[src/rtl/rcw_consts.svh]
// Offsets, field positions, reset values and frame constants of the
// second receiver configuration word.
// Assumes inclusion by the design modules and the testbench only.
`ifndef RCW_CONSTS_SVH
`define RCW_CONSTS_SVH

// ----------------------------------------------------------------
// Address map
// ----------------------------------------------------------------
`define RCW_ADDR_W          16
`define RCW_ADDR_WORD1      16'h0404

// ----------------------------------------------------------------
// Field positions
// ----------------------------------------------------------------
`define RCW_BIT_RESET       31
`define RCW_BIT_JUMBO       30
`define RCW_BIT_FCS_PASS    29
`define RCW_BIT_RX_ENABLE   28
`define RCW_BIT_VLAN        27
`define RCW_BIT_PREAMBLE    26
`define RCW_BIT_LT_OFF      25
`define RCW_BIT_CTRL_OFF    24
`define RCW_BIT_ENH_VLAN    23
`define RCW_BIT_STACK_VLAN  21
`define RCW_PAUSE_MSB       15
`define RCW_PAUSE_LSB       0

// ----------------------------------------------------------------
// Reset value and writable bits
// ----------------------------------------------------------------
`define RCW_WORD1_RESET     32'h1000_0000
`define RCW_WORD1_RMASK     32'h7FA0_FFFF

// ----------------------------------------------------------------
// Frame constants
// ----------------------------------------------------------------
`define RCW_LEN_STD         16'h05EE
`define RCW_LEN_VLAN        16'h05F2
`define RCW_TPID_CTAG       16'h8100
`define RCW_TPID_STAG       16'h88A8
`define RCW_TAGS_STACKED    4'h8
`define RCW_TAGS_SINGLE     4'h1
`define RCW_TAGS_NONE       4'h0

`endif

[src/rtl/rcw_pkg.sv]
// Types shared by the receiver configuration word and its policy logic.
// Assumes rcw_consts.svh is on the include path.
package rcw_pkg;

  // ----------------------------------------------------------------
  // Stored configuration fields
  // ----------------------------------------------------------------
  typedef struct packed {
    logic        jumbo;
    logic        fcsPass;
    logic        rxEnable;
    logic        vlanEn;
    logic        keepPreamble;
    logic        ltCheckOff;
    logic        ctrlLenOff;
    logic        enhVlan;
    logic        stackVlan;
    logic [15:0] pauseAddrHigh;
  } rcw_cfg_type;

  // ----------------------------------------------------------------
  // Controls handed to the receive datapath
  // ----------------------------------------------------------------
  typedef struct packed {
    logic        jumboOk;
    logic        fcsForward;
    logic        fcsCheck;
    logic        rxIgnore;
    logic        keepPreamble;
    logic        ltCheckEn;
    logic        ctrlLenCheckEn;
    logic        countTagged;
    logic        tagHit;
    logic [3:0]  maxTags;
    logic [3:0]  ltTagSkip;
    logic [15:0] maxFrameLen;
    logic        pauseDestHit;
  } rcw_policy_type;

endpackage : rcw_pkg

[src/rtl/rcw_frame_policy.sv]
// Combinational derivation of receive datapath controls from the
// applied configuration and the current frame header fields.
// Assumes all inputs come from logic on the same clock.
`timescale 1ns/1ps
`include "rcw_consts.svh"

module rcw_frame_policy
  import rcw_pkg::*;
(
  input  rcw_cfg_type    cfg,
  input  logic [15:0]    etherType,
  input  logic           frameTagged,
  input  logic [3:0]     tagCount,
  input  logic [7:0]     destByte4,
  input  logic [7:0]     destByte5,
  output rcw_policy_type policy
);

  // ----------------------------------------------------------------
  // Policy decode
  // ----------------------------------------------------------------
  always_comb
  begin
    policy                = '0;
    policy.jumboOk        = cfg.jumbo;                                   // see RULE_03
    policy.fcsForward     = cfg.fcsPass;                                 // see RULE_04
    policy.fcsCheck       = 1'b1;                                        // see RULE_05
    policy.rxIgnore       = ~cfg.rxEnable;                               // see RULE_06
    policy.keepPreamble   = cfg.keepPreamble;                            // see RULE_09
    policy.ltCheckEn      = ~cfg.ltCheckOff;                             // see RULE_10
    policy.ctrlLenCheckEn = ~cfg.ctrlLenOff;                             // see RULE_11
    policy.countTagged    = cfg.vlanEn;                                  // see RULE_08
    policy.tagHit         = (etherType == `RCW_TPID_CTAG) ||
                            (cfg.stackVlan && (etherType == `RCW_TPID_STAG)); // see RULE_15
    policy.maxTags        = cfg.stackVlan ? `RCW_TAGS_STACKED : `RCW_TAGS_SINGLE; // see RULE_14
    if (!cfg.enhVlan)
    begin
      policy.ltTagSkip = `RCW_TAGS_NONE;
    end
    else if (cfg.stackVlan)
    begin
      policy.ltTagSkip = (tagCount > `RCW_TAGS_STACKED) ? `RCW_TAGS_STACKED : tagCount; // see RULE_13
    end
    else
    begin
      policy.ltTagSkip = (tagCount != `RCW_TAGS_NONE) ? `RCW_TAGS_SINGLE : `RCW_TAGS_NONE; // see RULE_12
    end
    policy.maxFrameLen    = (cfg.vlanEn && frameTagged) ? `RCW_LEN_VLAN : `RCW_LEN_STD; // see RULE_07
    policy.pauseDestHit   = ({destByte5, destByte4} == cfg.pauseAddrHigh); // see RULE_17
  end

endmodule : rcw_frame_policy

[src/rtl/rcw_rx_config_word_one.sv]
// Second receiver configuration word: soft reset, receive enables and
// the upper pause-frame address, with gap-aligned application.
// Assumes a single-cycle management access port and a gap flag from
// the receiver, both on clk_sys.
//
// Summary of operation
// RULE_01: Top bit write resets receiver, self-clears.
// RULE_02: Soft reset restores receiver configuration defaults.
// RULE_03: Jumbo bit permits frames beyond legal maximum.
// RULE_04: FCS pass bit forwards or strips FCS.
// RULE_05: FCS always checked regardless of setting.
// RULE_06: Receive enable resets high; low ignores input.
// RULE_07: VLAN enable raises tagged maximum to 1522.
// RULE_08: VLAN disabled means tagged frames not counted.
// RULE_09: Preamble bit keeps or discards received preamble.
// RULE_10: Length/type check disable skips those checks.
// RULE_11: Control length disable stops oversize control marking.
// RULE_12: Enhanced VLAN checks length/type after tag.
// RULE_13: Enhanced plus stacked checks after last tag.
// RULE_14: Stacked mode handles up to eight tags.
// RULE_15: Stacked mode also recognises tag 0x88A8.
// RULE_16: Low half stores pause address upper bits.
// RULE_17: Pause address matched and used as source.
// RULE_18: First address byte sits in lowest byte.
// RULE_19: Settings apply in gaps; soft reset immediate.
// RULE_20: Reserved bits read zero, writes ignored.
`timescale 1ns/1ps
`include "rcw_consts.svh"

module rcw_rx_config_word_one
  import rcw_pkg::*;
(
  input  logic                   clk_sys,
  input  logic                   resetn,
  input  logic [`RCW_ADDR_W-1:0] mgmtAddr,
  input  logic                   mgmtWrEn,
  input  logic                   mgmtRdEn,
  input  logic [31:0]            mgmtWrData,
  output logic [31:0]            mgmtRdData,
  output logic                   mgmtRdValid,
  input  logic                   rxGap,
  input  logic [15:0]            etherType,
  input  logic                   frameTagged,
  input  logic [3:0]             tagCount,
  input  logic [7:0]             destByte4,
  input  logic [7:0]             destByte5,
  output logic                   rxSoftReset,
  output rcw_policy_type         rxPolicy,
  output logic [7:0]             pauseSrcByte4,
  output logic [7:0]             pauseSrcByte5
);

  // ----------------------------------------------------------------
  // Word packing
  // ----------------------------------------------------------------
  function automatic rcw_cfg_type unpackWord(input logic [31:0] w);
    rcw_cfg_type c;
    c               = '0;
    c.jumbo         = w[`RCW_BIT_JUMBO];
    c.fcsPass       = w[`RCW_BIT_FCS_PASS];
    c.rxEnable      = w[`RCW_BIT_RX_ENABLE];
    c.vlanEn        = w[`RCW_BIT_VLAN];
    c.keepPreamble  = w[`RCW_BIT_PREAMBLE];
    c.ltCheckOff    = w[`RCW_BIT_LT_OFF];
    c.ctrlLenOff    = w[`RCW_BIT_CTRL_OFF];
    c.enhVlan       = w[`RCW_BIT_ENH_VLAN];
    c.stackVlan     = w[`RCW_BIT_STACK_VLAN];
    c.pauseAddrHigh = w[`RCW_PAUSE_MSB:`RCW_PAUSE_LSB];              // see RULE_16
    return c;
  endfunction : unpackWord

  function automatic logic [31:0] packWord(input rcw_cfg_type c, input logic rst);
    logic [31:0] w;
    w                               = '0;
    w[`RCW_BIT_RESET]               = rst;
    w[`RCW_BIT_JUMBO]               = c.jumbo;
    w[`RCW_BIT_FCS_PASS]            = c.fcsPass;
    w[`RCW_BIT_RX_ENABLE]           = c.rxEnable;
    w[`RCW_BIT_VLAN]                = c.vlanEn;
    w[`RCW_BIT_PREAMBLE]            = c.keepPreamble;
    w[`RCW_BIT_LT_OFF]              = c.ltCheckOff;
    w[`RCW_BIT_CTRL_OFF]            = c.ctrlLenOff;
    w[`RCW_BIT_ENH_VLAN]            = c.enhVlan;
    w[`RCW_BIT_STACK_VLAN]          = c.stackVlan;
    w[`RCW_PAUSE_MSB:`RCW_PAUSE_LSB] = c.pauseAddrHigh;
    return w;
  endfunction : packWord

  localparam rcw_cfg_type CFG_DEFAULT = unpackWord(`RCW_WORD1_RESET);

  // ----------------------------------------------------------------
  // Signals
  // ----------------------------------------------------------------
  rcw_cfg_type    stagedCfg_reg;
  rcw_cfg_type    activeCfg_reg;
  logic           softRst_reg;
  logic [31:0]    rdData_reg;
  logic           rdValid_reg;
  rcw_policy_type policy_reg;
  rcw_policy_type policyNext;
  logic [7:0]     srcByte4_reg;
  logic [7:0]     srcByte5_reg;
  logic           wrHit;
  logic           rdHit;
  logic           srstWrite;

  // ----------------------------------------------------------------
  // Access decode
  // ----------------------------------------------------------------
  assign wrHit     = mgmtWrEn && (mgmtAddr == `RCW_ADDR_WORD1);
  assign rdHit     = mgmtRdEn && (mgmtAddr == `RCW_ADDR_WORD1);
  assign srstWrite = wrHit && mgmtWrData[`RCW_BIT_RESET];

  // ----------------------------------------------------------------
  // Self-clearing receiver reset
  // ----------------------------------------------------------------
  always_ff @(posedge clk_sys or negedge resetn)
  begin
    if (!resetn)
    begin
      softRst_reg <= 1'b0;
    end
    else
    begin
      softRst_reg <= srstWrite;                                        // see RULE_01
    end
  end

  // ----------------------------------------------------------------
  // Software-visible staged settings
  // ----------------------------------------------------------------
  always_ff @(posedge clk_sys or negedge resetn)
  begin
    if (!resetn)
    begin
      stagedCfg_reg <= CFG_DEFAULT;
    end
    else if (srstWrite)
    begin
      stagedCfg_reg <= CFG_DEFAULT;                                    // see RULE_02
    end
    else if (wrHit)
    begin
      stagedCfg_reg <= unpackWord(mgmtWrData & `RCW_WORD1_RMASK);      // see RULE_20
    end
  end

  // ----------------------------------------------------------------
  // Settings applied to the receiver
  // ----------------------------------------------------------------
  always_ff @(posedge clk_sys or negedge resetn)
  begin
    if (!resetn)
    begin
      activeCfg_reg <= CFG_DEFAULT;                                    // see RULE_06
    end
    else if (srstWrite)
    begin
      activeCfg_reg <= CFG_DEFAULT;                                    // see RULE_19
    end
    else if (rxGap)
    begin
      activeCfg_reg <= stagedCfg_reg;                                  // see RULE_19
    end
  end

  // ----------------------------------------------------------------
  // Read port
  // ----------------------------------------------------------------
  always_ff @(posedge clk_sys or negedge resetn)
  begin
    if (!resetn)
    begin
      rdData_reg  <= 32'h0000_0000;
      rdValid_reg <= 1'b0;
    end
    else
    begin
      rdValid_reg <= mgmtRdEn;
      if (rdHit)
      begin
        rdData_reg <= packWord(stagedCfg_reg, softRst_reg);            // see RULE_20
      end
      else
      begin
        rdData_reg <= 32'h0000_0000;
      end
    end
  end

  // ----------------------------------------------------------------
  // Datapath controls
  // ----------------------------------------------------------------
  rcw_frame_policy i_rcw_frame_policy (
    .cfg         (activeCfg_reg),
    .etherType   (etherType),
    .frameTagged (frameTagged),
    .tagCount    (tagCount),
    .destByte4   (destByte4),
    .destByte5   (destByte5),
    .policy      (policyNext)
  );

  always_ff @(posedge clk_sys or negedge resetn)
  begin
    if (!resetn)
    begin
      policy_reg <= '0;
    end
    else
    begin
      policy_reg <= policyNext;                                        // see RULE_03
    end
  end

  // ----------------------------------------------------------------
  // Pause source address bytes
  // ----------------------------------------------------------------
  always_ff @(posedge clk_sys or negedge resetn)
  begin
    if (!resetn)
    begin
      srcByte4_reg <= 8'h00;
      srcByte5_reg <= 8'h00;
    end
    else
    begin
      srcByte4_reg <= activeCfg_reg.pauseAddrHigh[7:0];                // see RULE_18
      srcByte5_reg <= activeCfg_reg.pauseAddrHigh[15:8];               // see RULE_17
    end
  end

  assign mgmtRdData    = rdData_reg;
  assign mgmtRdValid   = rdValid_reg;
  assign rxSoftReset   = softRst_reg;
  assign rxPolicy      = policy_reg;
  assign pauseSrcByte4 = srcByte4_reg;
  assign pauseSrcByte5 = srcByte5_reg;

  // ----------------------------------------------------------------
  // Checks
  // ----------------------------------------------------------------
  property p_srst_pulse;
    @(posedge clk_sys) disable iff (!resetn)
      srstWrite ##1 !srstWrite |=> !softRst_reg;
  endproperty
  a_srst_pulse: assert property (p_srst_pulse) // see RULE_01
    else $error("soft reset did not self-clear");

  property p_srst_set;
    @(posedge clk_sys) disable iff (!resetn)
      srstWrite |=> softRst_reg;
  endproperty
  a_srst_set: assert property (p_srst_set) // see RULE_01
    else $error("soft reset not raised by write");

  property p_srst_defaults;
    @(posedge clk_sys) disable iff (!resetn)
      softRst_reg |-> (stagedCfg_reg == CFG_DEFAULT) && (activeCfg_reg == CFG_DEFAULT);
  endproperty
  a_srst_defaults: assert property (p_srst_defaults) // see RULE_02
    else $error("soft reset left non-default settings");

  property p_jumbo;
    @(posedge clk_sys) disable iff (!resetn)
      ##1 (rxPolicy.jumboOk == $past(activeCfg_reg.jumbo));
  endproperty
  a_jumbo: assert property (p_jumbo) // see RULE_03
    else $error("jumbo control mismatch");

  property p_fcs_check;
    @(posedge clk_sys) disable iff (!resetn)
      $past(resetn) |-> rxPolicy.fcsCheck && (rxPolicy.fcsForward == $past(activeCfg_reg.fcsPass));
  endproperty
  a_fcs_check: assert property (p_fcs_check) // see RULE_05
    else $error("FCS check or forward wrong");

  property p_rx_ignore;
    @(posedge clk_sys) disable iff (!resetn)
      $past(resetn) |-> (rxPolicy.rxIgnore == !$past(activeCfg_reg.rxEnable));
  endproperty
  a_rx_ignore: assert property (p_rx_ignore) // see RULE_06
    else $error("receive ignore not inverse of enable");

  property p_vlan_len;
    @(posedge clk_sys) disable iff (!resetn)
      (activeCfg_reg.vlanEn && frameTagged) |=> (rxPolicy.maxFrameLen == `RCW_LEN_VLAN);
  endproperty
  a_vlan_len: assert property (p_vlan_len) // see RULE_07
    else $error("tagged maximum not 1522");

  property p_std_len;
    @(posedge clk_sys) disable iff (!resetn)
      !(activeCfg_reg.vlanEn && frameTagged) |=> (rxPolicy.maxFrameLen == `RCW_LEN_STD);
  endproperty
  a_std_len: assert property (p_std_len) // see RULE_07
    else $error("standard maximum not 1518");

  property p_stag;
    @(posedge clk_sys) disable iff (!resetn)
      (etherType == `RCW_TPID_STAG) |=> (rxPolicy.tagHit == $past(activeCfg_reg.stackVlan));
  endproperty
  a_stag: assert property (p_stag) // see RULE_15
    else $error("service tag recognition wrong");

  property p_gap_hold;
    @(posedge clk_sys) disable iff (!resetn)
      (!rxGap && !srstWrite) |=> $stable(activeCfg_reg);
  endproperty
  a_gap_hold: assert property (p_gap_hold) // see RULE_19
    else $error("settings changed outside a gap");

  property p_write_apply;
    @(posedge clk_sys) disable iff (!resetn)
      (wrHit && !srstWrite) ##1 (rxGap && !srstWrite) |=> (activeCfg_reg == $past(stagedCfg_reg));
  endproperty
  a_write_apply: assert property (p_write_apply) // see RULE_19
    else $error("staged setting not applied in gap");

  property p_reserved;
    @(posedge clk_sys) disable iff (!resetn)
      mgmtRdValid |-> ((mgmtRdData & ~(`RCW_WORD1_RMASK | 32'h8000_0000)) == 32'h0000_0000);
  endproperty
  a_reserved: assert property (p_reserved) // see RULE_20
    else $error("reserved bits read non-zero");

  property p_pause_store;
    @(posedge clk_sys) disable iff (!resetn)
      (wrHit && !srstWrite) |=> (stagedCfg_reg.pauseAddrHigh == $past(mgmtWrData[15:0]));
  endproperty
  a_pause_store: assert property (p_pause_store) // see RULE_16
    else $error("pause address not stored");

endmodule : rcw_rx_config_word_one

[config.mk]
export PLATFORM = sky130hd
export DESIGN_NAME = rcw_rx_config_word_one
export DESIGN_NICKNAME = d
export VERILOG_FILES = /design/src/rtl/rcw_pkg.sv /design/src/rtl/rcw_frame_policy.sv /design/src/rtl/rcw_rx_config_word_one.sv
export VERILOG_INCLUDE_DIRS = /design/src /design/src/rtl
export SDC_FILE = /design/constraint.sdc
export NUM_CORES = 1
export LEC_CHECK = 0
export BUFFER_PORTS_ARGS = -buffer_cell sky130_fd_sc_hd__buf_2
export CAP_MARGIN = 20
export CELL_PAD_IN_SITES_DETAIL_PLACEMENT = 2
export CELL_PAD_IN_SITES_GLOBAL_PLACEMENT = 2
export CORE_AREA = 3 3 124 126
export CTS_CLUSTER_SIZE = 20
export DETAILED_ROUTE_END_ITERATION = 6
export DIE_AREA = 0 0 127 129
export GPL_TIMING_DRIVEN = 0
export PLACE_DENSITY_LB_ADDON = 0.1
export SLEW_MARGIN = 40
export SYNTH_ARGS = -nofsm -noshare
export SYNTH_HDL_FRONTEND = slang
export SYNTH_SLANG_ARGS = --single-unit
export TNS_END_PERCENT = 20
[constraint.sdc]
create_clock -name clk_sys -period 1.4 [get_ports clk_sys]
set_clock_uncertainty 0.1 [all_clocks]
set_input_delay 0.21 -clock clk_sys [delete_from_list [all_inputs] [get_ports clk_sys]]
set_output_delay 0.21 -clock clk_sys [all_outputs]
set_load 0.01 [all_outputs]
==> results of run 1 <==
[synth_stat cells]
| cell type | instances |
|---|---|
| or4_4 | 1 |
| buf_6 | 4 |
| or4_1 | 1 |
| and3_1 | 28 |
| dfstp_2 | 2 |
| nor4_1 | 3 |
| mux2i_1 | 25 |
| buf_1 | 2 |
| a21oi_1 | 1 |
| nand3_1 | 1 |
| buf_4 | 23 |
| mux2_4 | 19 |
| nor2_1 | 27 |
| nor3_1 | 2 |
| nand3b_1 | 1 |
| a211o_1 | 1 |
| mux2_2 | 5 |
| nor4_2 | 1 |
| or4b_4 | 1 |
| nor3b_1 | 2 |
| nand4_1 | 5 |
| conb_1 | 2 |
| clkbuf_1 | 7 |
| and2_1 | 1 |
| or4b_1 | 1 |
| nand2_1 | 2 |
| and4b_1 | 1 |
| nand2_2 | 1 |
| o22ai_1 | 1 |
| dfrtp_1 | 110 |
| nor2b_1 | 24 |
| xnor2_1 | 16 |
| nor4_4 | 1 |
| inv_1 | 7 |
[final cells by class]
class	instances	area [sq um]
inverters	7	26.3
plain buffers	36	315
fillers	1512	8360
flip-flops and latches	112	2810
multi-input cells	188	1470
clock inverters	3	17.5
repair buffers	165	952
well taps	184	230
clock buffers	13	250
[repair_timing]
item / in CTS / in global routing
gates resized for setup: 22 / 6
buffers inserted: 6 / 0
setup endpoints to repair: 82 / 83
pin swaps: 11 / 0
hold endpoints to repair: 45 / 0
gates cloned: 2 / 0
hold buffers: 5 / 0
[logic make-up after synthesis]
group,share of synthesized area [%]
multiplexers,13.3
buffers and inverters,6.22
AND/OR/NAND/NOR,13.9
flip-flops,62.9
XOR/XNOR,3.14
other,0.168
AO/OA/AOI/OAI,0.449
[critical path: stages]
cell and delay (ns):
buf_6 0.09, or4_4 0.56, nor4_4 0.35, nand2_4 0.12
buf_8 0.18, mux2_4 0.30
[layer usage]
layer	GRT usage [%]	vias up
met5	0	-
met4	5.30	2
met3	3.74	14
li1	-	1436
met1	19.4	1584
met2	24.5	106
[stage by stage]
step	hold WS [ns]	instances	util (%)
after floorplan	-0.186	343	-
after detailed placement	0.0185	679	38.5
after global routing	0.0267	708	42.1
after global placement	0.270	678	38.2
final	0.0265	708	42.1
after CTS	0.0221	708	41.9
[power by group through the flow]
stage	Clock, mW	Combinational, mW	Sequential, mW
3_3_place_gp	0	0.414	3.31
5_1_grt	2.60	0.493	3.25
6_report	2.37	0.439	3.25
3_5_place_dp	0	0.436	3.31
4_1_cts	2.45	0.451	3.25
2_1_floorplan	0	0.175	3.31
[worst paths after layout]
check | startpoint | end | slack (ns) | cells past startpoint
max in group asynchronous | resetn | rxPolicy[9]$_DFF_PN0_ | 0.30 | 3
worst min-delay path | etherType[14] | rxPolicy[25]$_DFF_PN0_ | 0.03 | 4
worst max-delay path | mgmtAddr[6] | stagedCfg_reg[10]$_DFFE_PN0P_ | -0.29 | 6
min in group asynchronous | resetn | stagedCfg_reg[18]$_DFFE_PN0P_ | 0.23 | 2
worst max register to register | activeCfg_reg[13]$_DFFE_PN0P_ | rxPolicy[0]$_DFF_PN0_ | 0.13 | 3
worst min register to register | activeCfg_reg[20]$_DFFE_PN0P_ | rxPolicy[29]$_DFF_PN0_ | 0.29 | 0
==> summary.md, run 1 <==
| Metric | Value |
|---|---|
| Clock slew seen by the registers of the worst setup and hold paths | `0.07 ns` |
| Core Area | `0.0144 sq mm` |
| Pin count of the biggest net entering global routing | `74` |
| Max-slew violations | `0` |
| DRT Wirelength | `12000 um` |
| Most frequent cells in the layout | `buf_2, dfrtp_1, and3_1` |
| GR Overflow Total | `0` |
| Leakage | `3.45 nW` |
| Setup WS post-layout | `-0.285 ns` |
| Die width | `127 um` |
| Commonest non-fill, non-tap cell in the layout | `buf_2` |
| Synth area leaders | `dfrtp_1, mux2_4, mux2i_1, and3_1, buf_4` |
| Num rows | `44` |
| Crit. End Element | `register` |
| Global-route wire length before repair | `18800 um` |
| Unrepaired setup endpoints after global routing | `true` |
| Yosys warning count | `0` |
| Via count | `3142` |
| M1 WL | `5200 um` |
| Total power | `6.06 mW` |
| Average wire per standard cell | `16.9 um` |
| Failing checks | `setup timing` |
| Clock power frac | `39.2%` |
| Post-Syn Area | `0.00446 sq mm` |
| Critical Path RT | `1.53 ns` |
| WP data arrival | `1.81 ns` |
| Max FFs per register | `26` |
| Share of cells above drive strength 1 | `46.4%` |
| H-tree depth | `3` |
| Initial Util | `30.9%` |
| Max Used Layer | `met5` |
| Final instance area | `0.00607 sq mm` |
| Maximum clock rate | `593 MHz` |
| WL met3 | `737 um` |
| Clk_lat worst skew | `0.34 ns` |
| Root Driver | `clkbuf_16` |
| Clock period minus final worst setup slack | `1.69 ns` |
| GPL Wtd Cong | `0.728` |
| CP max FO | `10` |
| Syn-to-layout area delta | `36.0%` |
| Crit share post-route | `120%` |
| Worst IR Drop VDD | `0.526 mV` |
| Crit path launch type | `input pin` |
| Worst-margin pin slew | `0.604 ns` |
| Num CTS Buffers | `9` |
| Sequential power share | `53.6%` |
| Sw Share | `22.3%` |
| Final ANT Viol Nets | `0` |
| Final Hold Viols | `0` |
| Via density | `4.44` |
| GRT Overall Usage | `15.0%` |
| Final #Nets | `609` |
| Top Ports | `174` |
| PD cells | `998 mW/mm^2` |
| Yosys top cell by area | `dfrtp_1` |
| Combinational fraction of design power | `7.2%` |
| Post-synthesis cell type count | `34` |
| Relative slew slack | `59.7%` |
| Share of the synthesized area in the top cell type | `61.7%` |
| CTS tree | `built` |
| Syn Area/Cell | `13.6 sq um` |
| PortBufs | `151` |
| HP Class | `in -> reg` |
| Sequential area share after synthesis | `62.9%` |
| Met2 WL post-DR | `5840 um` |
| Clock Sinks | `112` |
| Initial antenna violation count | `1` |
| Pint | `4.71 mW` |
| First-iteration detailed-routing DRC count | `86` |
| Die extent in y | `129 um` |
| First-pass detailed-route iteration total | `4` |
| Die ar. | `0.0164 sq mm` |
| Yosys reg bits | `112` |
| Half-perimeter wire length after detailed placement | `8640 um` |
| Place WS | `-0.927 ns` |
| Vias in the first global route | `3397` |
| # DRC | `0` |
| Critical path class | `in -> reg` |
| Status | `finished with violations` |
| Clock Path Buffers | `2` |
| Syn Inst Count | `329` |
| Setup TNS | `-13.76 ns` |
| Max Cap Viol | `0` |
| Diode count | `0` |
| Psw | `1.35 mW` |
| Setup violations, final | `77` |
| Placed Area | `0.00555 sq mm` |
Power figures use the tool's default switching activity.
==> run 2, diff against run 1 <==
==> constraint.sdc (replaced) <==
create_clock -name clk_sys -period 1.6 [get_ports clk_sys]
set_clock_uncertainty 0.1 [all_clocks]
set_input_delay 0.24 -clock clk_sys [delete_from_list [all_inputs] [get_ports clk_sys]]
set_output_delay 0.24 -clock clk_sys [all_outputs]
set_load 0.01 [all_outputs]
==> summary.md, run 2 (same netlist as run 1, synthesis figures left out) <==
| Metric | Value |
|---|---|
| Die extent in y | `129 um` |
| WP data arrival | `1.84 ns` |
| GRT Overall Usage | `14.9%` |
| Final ANT Viol Nets | `0` |
| Leakage | `3.45 nW` |
| Num rows | `44` |
| Diode count | `0` |
| Crit share post-route | `107%` |
| CP max FO | `10` |
| Hold Crit Start | `mgmtRdEn` |
| Vias in the first global route | `3426` |
| Clock Sinks | `112` |
| Commonest non-fill, non-tap cell in the layout | `buf_2` |
| First-pass detailed-route iteration total | `4` |
| Initial antenna violation count | `1` |
| Unrepaired setup endpoints after global routing | `true` |
| Clk_lat worst skew | `0.34 ns` |
| Most frequent cells in the layout | `buf_2, dfrtp_1, and3_1` |
| # DRC | `0` |
| Share of cells above drive strength 1 | `45.6%` |
| Final non-filler cell total | `706` |
| PD cells | `880 mW/mm^2` |
| GR Overflow Total | `0` |
| Place WS | `-0.757 ns` |
| DRT Wirelength | `11900 um` |
| Combinational fraction of design power | `7.2%` |
| First-iteration detailed-routing DRC count | `76` |
| Crit path launch type | `input pin` |
| Clock power frac | `39.2%` |
| HP Class | `in -> reg` |
| Pin count of the biggest net entering global routing | `74` |
| Register area | `0.00281 sq mm` |
| Die width | `127 um` |
| Max Cap Viol | `0` |
| Final #Nets | `607` |
| Via density | `4.44` |
| Root Driver | `clkbuf_16` |
| Psw | `1.18 mW` |
| Reg2Reg Depth | `3` |
| Half-perimeter wire length after detailed placement | `8640 um` |
| Critical path class | `in -> reg` |
| Crit. End Element | `register` |
| Worst R2R Start | `activeCfg_reg[13]$_DFFE_PN0P_` |
| Critical Path RT | `1.73 ns` |
| Fill cell count | `1515` |
| PortBufs | `151` |
| Hold depth | `1` |
| Relative slew slack | `60.0%` |
| Failing checks | `setup timing` |
| Initial Util | `30.9%` |
| CTS tree | `built` |
| Worst IR Drop VDD | `0.458 mV` |
| Pint | `4.12 mW` |
| Placed Instances | `679` |
| Via count | `3132` |
| Register-to-register setup slack | `0.34 ns` |
| Worst-margin pin slew | `0.600 ns` |
| Maximum clock rate | `582 MHz` |
| Global-route wire length before repair | `18700 um` |
| Status | `finished with violations` |
| Average wire per standard cell | `16.8 um` |
| Die ar. | `0.0164 sq mm` |
| Setup violations, final | `33` |
| Setup WS post-layout | `-0.117 ns` |
| Clock Path Buffers | `2` |
| R2r endpoint | `rxPolicy[0]$_DFF_PN0_` |
| Num CTS Buffers | `9` |
| Clock slew seen by the registers of the worst setup and hold paths | `0.07 ns` |
| Final Hold Viols | `0` |
| Clock period minus final worst setup slack | `1.72 ns` |
| Syn-to-layout area delta | `34.9%` |
| Max-slew violations | `0` |
| Top Ports | `174` |
| Max FFs per register | `26` |
| Sequential power share | `53.6%` |
| H-tree depth | `3` |
| Sw Share | `22.3%` |
| Footprint of the multi-input gates | `0.00146 sq mm` |
| GPL Wtd Cong | `0.728` |
| Hold endpoint | `mgmtRdValid$_DFF_PN0_` |
| Core Area | `0.0144 sq mm` |
## run 2: cell count changes in the layout (fill, tap and decap cells not counted), sizes merged
cell / delta
dlygate4sd3: -2
## run 2: final cells by class
type                       instances  area share (%)
inverter                           7           0.436
multi-input combinational        188            24.2
timing repair buffer             163            15.3
clock inverter                     3           0.291
tap                              184            3.82
buffer                            36            5.24
sequential                       112            46.6
clock buffer                      13            4.16
## run 2: how the worst max path moves through the flow
stage / start / end / slack [ns] / cells after the start
2_1_floorplan: mgmtAddr[1] / stagedCfg_reg[10]$_DFFE_PN0P_ / -0.32 / 5
3_3_place_gp: resetn / stagedCfg_reg[8]$_DFFE_PN0P_ / -1.22 / 1
3_5_place_dp: mgmtAddr[1] / mgmtRdData[26]$_DFF_PN0_ / -0.76 / 5
4_1_cts: mgmtAddr[6] / stagedCfg_reg[10]$_DFFE_PN0P_ / -0.10 / 6
5_1_grt: mgmtAddr[6] / stagedCfg_reg[7]$_DFFE_PN0P_ / -0.14 / 6
6_report: mgmtAddr[6] / stagedCfg_reg[10]$_DFFE_PN0P_ / -0.12 / 6
## run 2: metrics by stage
stage	TNS (ns)	instance area [sq um]	utilization, %	hold slack [ns]	total power [mW]
floorplan	-17.10	4530	-	-0.156	3.05
global placement	-182.31	5510	38.2	0.270	3.26
detailed placement	-47.01	5550	38.5	0.0485	3.28
CTS	-2.22	6000	41.6	0.000510	5.37
global route	-4.12	6020	41.7	0.00436	5.54
finish	-2.59	6020	41.7	0.0118	5.30
## run 2: layer usage
layer  part of all wire (%)  vias to the layer above  GRT usage, %
li1                       -                     1433             -
met1                     43                     1577          19.2
met2                     49                      106          24.5
met3                    6.2                       14          3.74
met4                    1.5                        2          5.30
met5                   0.17                        -             0
## run 2: power groups by stage
stage                     sequential (mW)  clock [mW]  combinational, mW
after global routing                 2.84        2.28              0.427
after CTS                            2.84        2.14              0.391
after global placement               2.90           0              0.362
final                                2.84        2.08              0.379
after detailed placement             2.90           0              0.381
after floorplan                      2.90           0              0.153
## run 2: what timing repair did
action / in CTS / in global routing
hold endpoints to repair: 42 / 0
gates resized for setup: 16 / 5
pin swaps: 4 / 0
hold buffers: 3 / 0
buffers inserted: 7 / 0
cloned: 1 / 0
endpoints found under the setup margin: 66 / 71
## run 2: worst max-delay path, stage by stage
cell and delay (ns):
buf_6 0.09, or4_4 0.56, nor4_4 0.35, nand2_4 0.12, buf_8 0.18, mux2_4 0.30
==> run 3, diff against run 2 <==
--- a/config.mk
+++ b/config.mk
@@ -16,7 +16,7 @@
 export DIE_AREA = 0 0 127 129
 export GPL_TIMING_DRIVEN = 0
 export PLACE_DENSITY_LB_ADDON = 0.1
-export SLEW_MARGIN = 40
+export REMOVE_ABC_BUFFERS = 1
 export SYNTH_ARGS = -nofsm -noshare
 export SYNTH_HDL_FRONTEND = slang
 export SYNTH_SLANG_ARGS = --single-unit
==> summary.md, run 3 (same netlist as run 1, synthesis figures left out) <==
| Metric | Value |
|---|---|
| Num CTS Buffers | `9` |
| Final core occ | `40.2%` |
| Clock slew seen by the registers of the worst setup and hold paths | `0.07 ns` |
| Status | `finished with violations` |
| Commonest non-fill, non-tap cell in the layout | `buf_2` |
| Reg2Reg Depth | `3` |
| Top Ports | `174` |
| GR Overflow Total | `0` |
| Maximum clock rate | `545 MHz` |
| Syn-to-layout area delta | `29.9%` |
| Setup WS post-layout | `-0.236 ns` |
| CP max FO | `10` |
| Clock period minus final worst setup slack | `1.84 ns` |
| Final Hold Viols | `0` |
| Via density | `4.51` |
| Clk_lat worst skew | `0.35 ns` |
| Register-to-register setup slack | `0.31 ns` |
| Initial antenna violation count | `0` |
| Crit. End Element | `register` |
| First-iteration detailed-routing DRC count | `104` |
| Most frequent cells in the layout | `buf_2, dfrtp_1, and3_1` |
| Die ar. | `0.0164 sq mm` |
| Failing checks | `setup timing` |
| PD cells | `943 mW/mm^2` |
| Half-perimeter wire length after detailed placement | `8070 um` |
| Final ANT Viol Nets | `0` |
| Initial Util | `30.9%` |
| Leakage | `3.30 nW` |
| Critical path class | `in -> reg` |
| Worst-margin pin slew | `0.909 ns` |
| Final #Nets | `575` |
| Setup violations, final | `54` |
| # DRC | `0` |
| PortBufs | `152` |
| Relative slew slack | `39.4%` |
| Die width | `127 um` |
| HP Class | `in -> reg` |
| Clock Sinks | `112` |
| Worst IR Drop VDD | `0.535 mV` |
| CTS tree | `built` |
| Clock Path Buffers | `2` |
| Critical Path RT | `1.73 ns` |
| Unrepaired setup endpoints after global routing | `true` |
| WP data arrival | `1.97 ns` |
| Max Cap Viol | `0` |
| Root Driver | `clkbuf_16` |
| Average wire per standard cell | `18.3 um` |
| Crit path launch type | `input pin` |
| Core Area | `0.0144 sq mm` |
| Max FFs per register | `26` |
| Global-route wire length before repair | `19500 um` |
| H-tree depth | `3` |
| Max-slew violations | `0` |
| Die extent in y | `129 um` |
| Hold Crit Start | `etherType[15]` |
| Hold endpoint | `rxPolicy[25]$_DFF_PN0_` |
| Share of cells above drive strength 1 | `43.7%` |
| GPL Wtd Cong | `0.685` |
| Num rows | `44` |
| Diode count | `0` |
| GRT Overall Usage | `15.6%` |
| Worst R2R Start | `activeCfg_reg[5]$_DFFE_PN0P_` |
| DRT Wirelength | `12300 um` |
| Crit share post-route | `115%` |
| Vias in the first global route | `3335` |
| First-pass detailed-route iteration total | `4` |
| Pin count of the biggest net entering global routing | `92` |
| Via count | `3041` |
| R2r endpoint | `rxPolicy[0]$_DFF_PN0_` |
| Setup TNS | `-6.98 ns` |
| Hold depth | `3` |
-- run 3: where the power goes --
| part | internal (mW) | switching [mW] | leakage, nW |
|---|---|---|---|
| combinational | 0.147 | 0.195 | 1.62 |
| sequential | 2.84 | 0.00294 | 1.53 |
| clock | 1.26 | 1.03 | 0.145 |
| total | 4.24 | 1.23 | 3.30 |
-- run 3: how the worst max path moves through the flow --
stage / depth (start not counted) / startpoint / to / slack (ns)
CTS: 7 / mgmtAddr[11] / stagedCfg_reg[21]$_DFFE_PN0P_ / -0.11
detailed placement: 7 / mgmtAddr[6] / activeCfg_reg[7]$_DFFE_PN0P_ / -1.22
floorplan: 4 / mgmtAddr[1] / activeCfg_reg[0]$_DFFE_PN0P_ / -0.81
finish: 7 / mgmtAddr[11] / stagedCfg_reg[21]$_DFFE_PN0P_ / -0.24
global route: 7 / mgmtAddr[11] / stagedCfg_reg[13]$_DFFE_PN0P_ / -0.25
global placement: 5 / mgmtAddr[1] / activeCfg_reg[15]$_DFFE_PN0P_ / -2.31
-- run 3: area by class of cell --
class / count / area (sq um)
well taps: 184 / 230
inverters: 7 / 26.3
repair buffers: 166 / 958
multi-input cells: 189 / 1480
fillers: 1512 / 8620
clock buffers: 11 / 243
flip-flops and latches: 112 / 2810
clock inverters: 5 / 56.3
-- run 3: per-stage QoR --
step / instance area [sq um] / std cells / hold WS [ns] / total power, mW / setup WS, ns
6_report: 5800 / 674 / 0.0216 / 5.47 / -0.236
3_5_place_dp: 5340 / 647 / 0.0102 / 3.23 / -1.22
3_3_place_gp: 5260 / 643 / 0.262 / 3.21 / -2.31
2_1_floorplan: 4260 / 307 / -0.156 / 2.99 / -0.812
5_1_grt: 5800 / 674 / 0.0318 / 5.71 / -0.251
4_1_cts: 5790 / 674 / 0.0106 / 5.56 / -0.110
-- run 3: worst max-delay path, cell delays in order --
cell and delay, ns:
buf_6 0.09, or4_4 0.57, nor4_4 0.36, buf_4 0.18, nand2_4 0.05, buf_12 0.16, mux2_4 0.30
-- run 3: layer usage --
metal	GRT usage [%]	part of all wire, %	vias up
met1	20.2	43	1544
li1	-	-	1371
met2	26.2	50	111
met4	5.30	1.5	0
met5	0	0	-
met3	3.24	5.4	15
-- run 3: repair_timing --
action                                 4_1_cts  5_1_grt
hold buffers                                 3        0
buffers inserted                             7        0
endpoints found under the hold margin       25        0
pin swaps                                    8        0
cloned                                       1        0
resized for setup                            8        2
setup endpoints to repair                   71       62
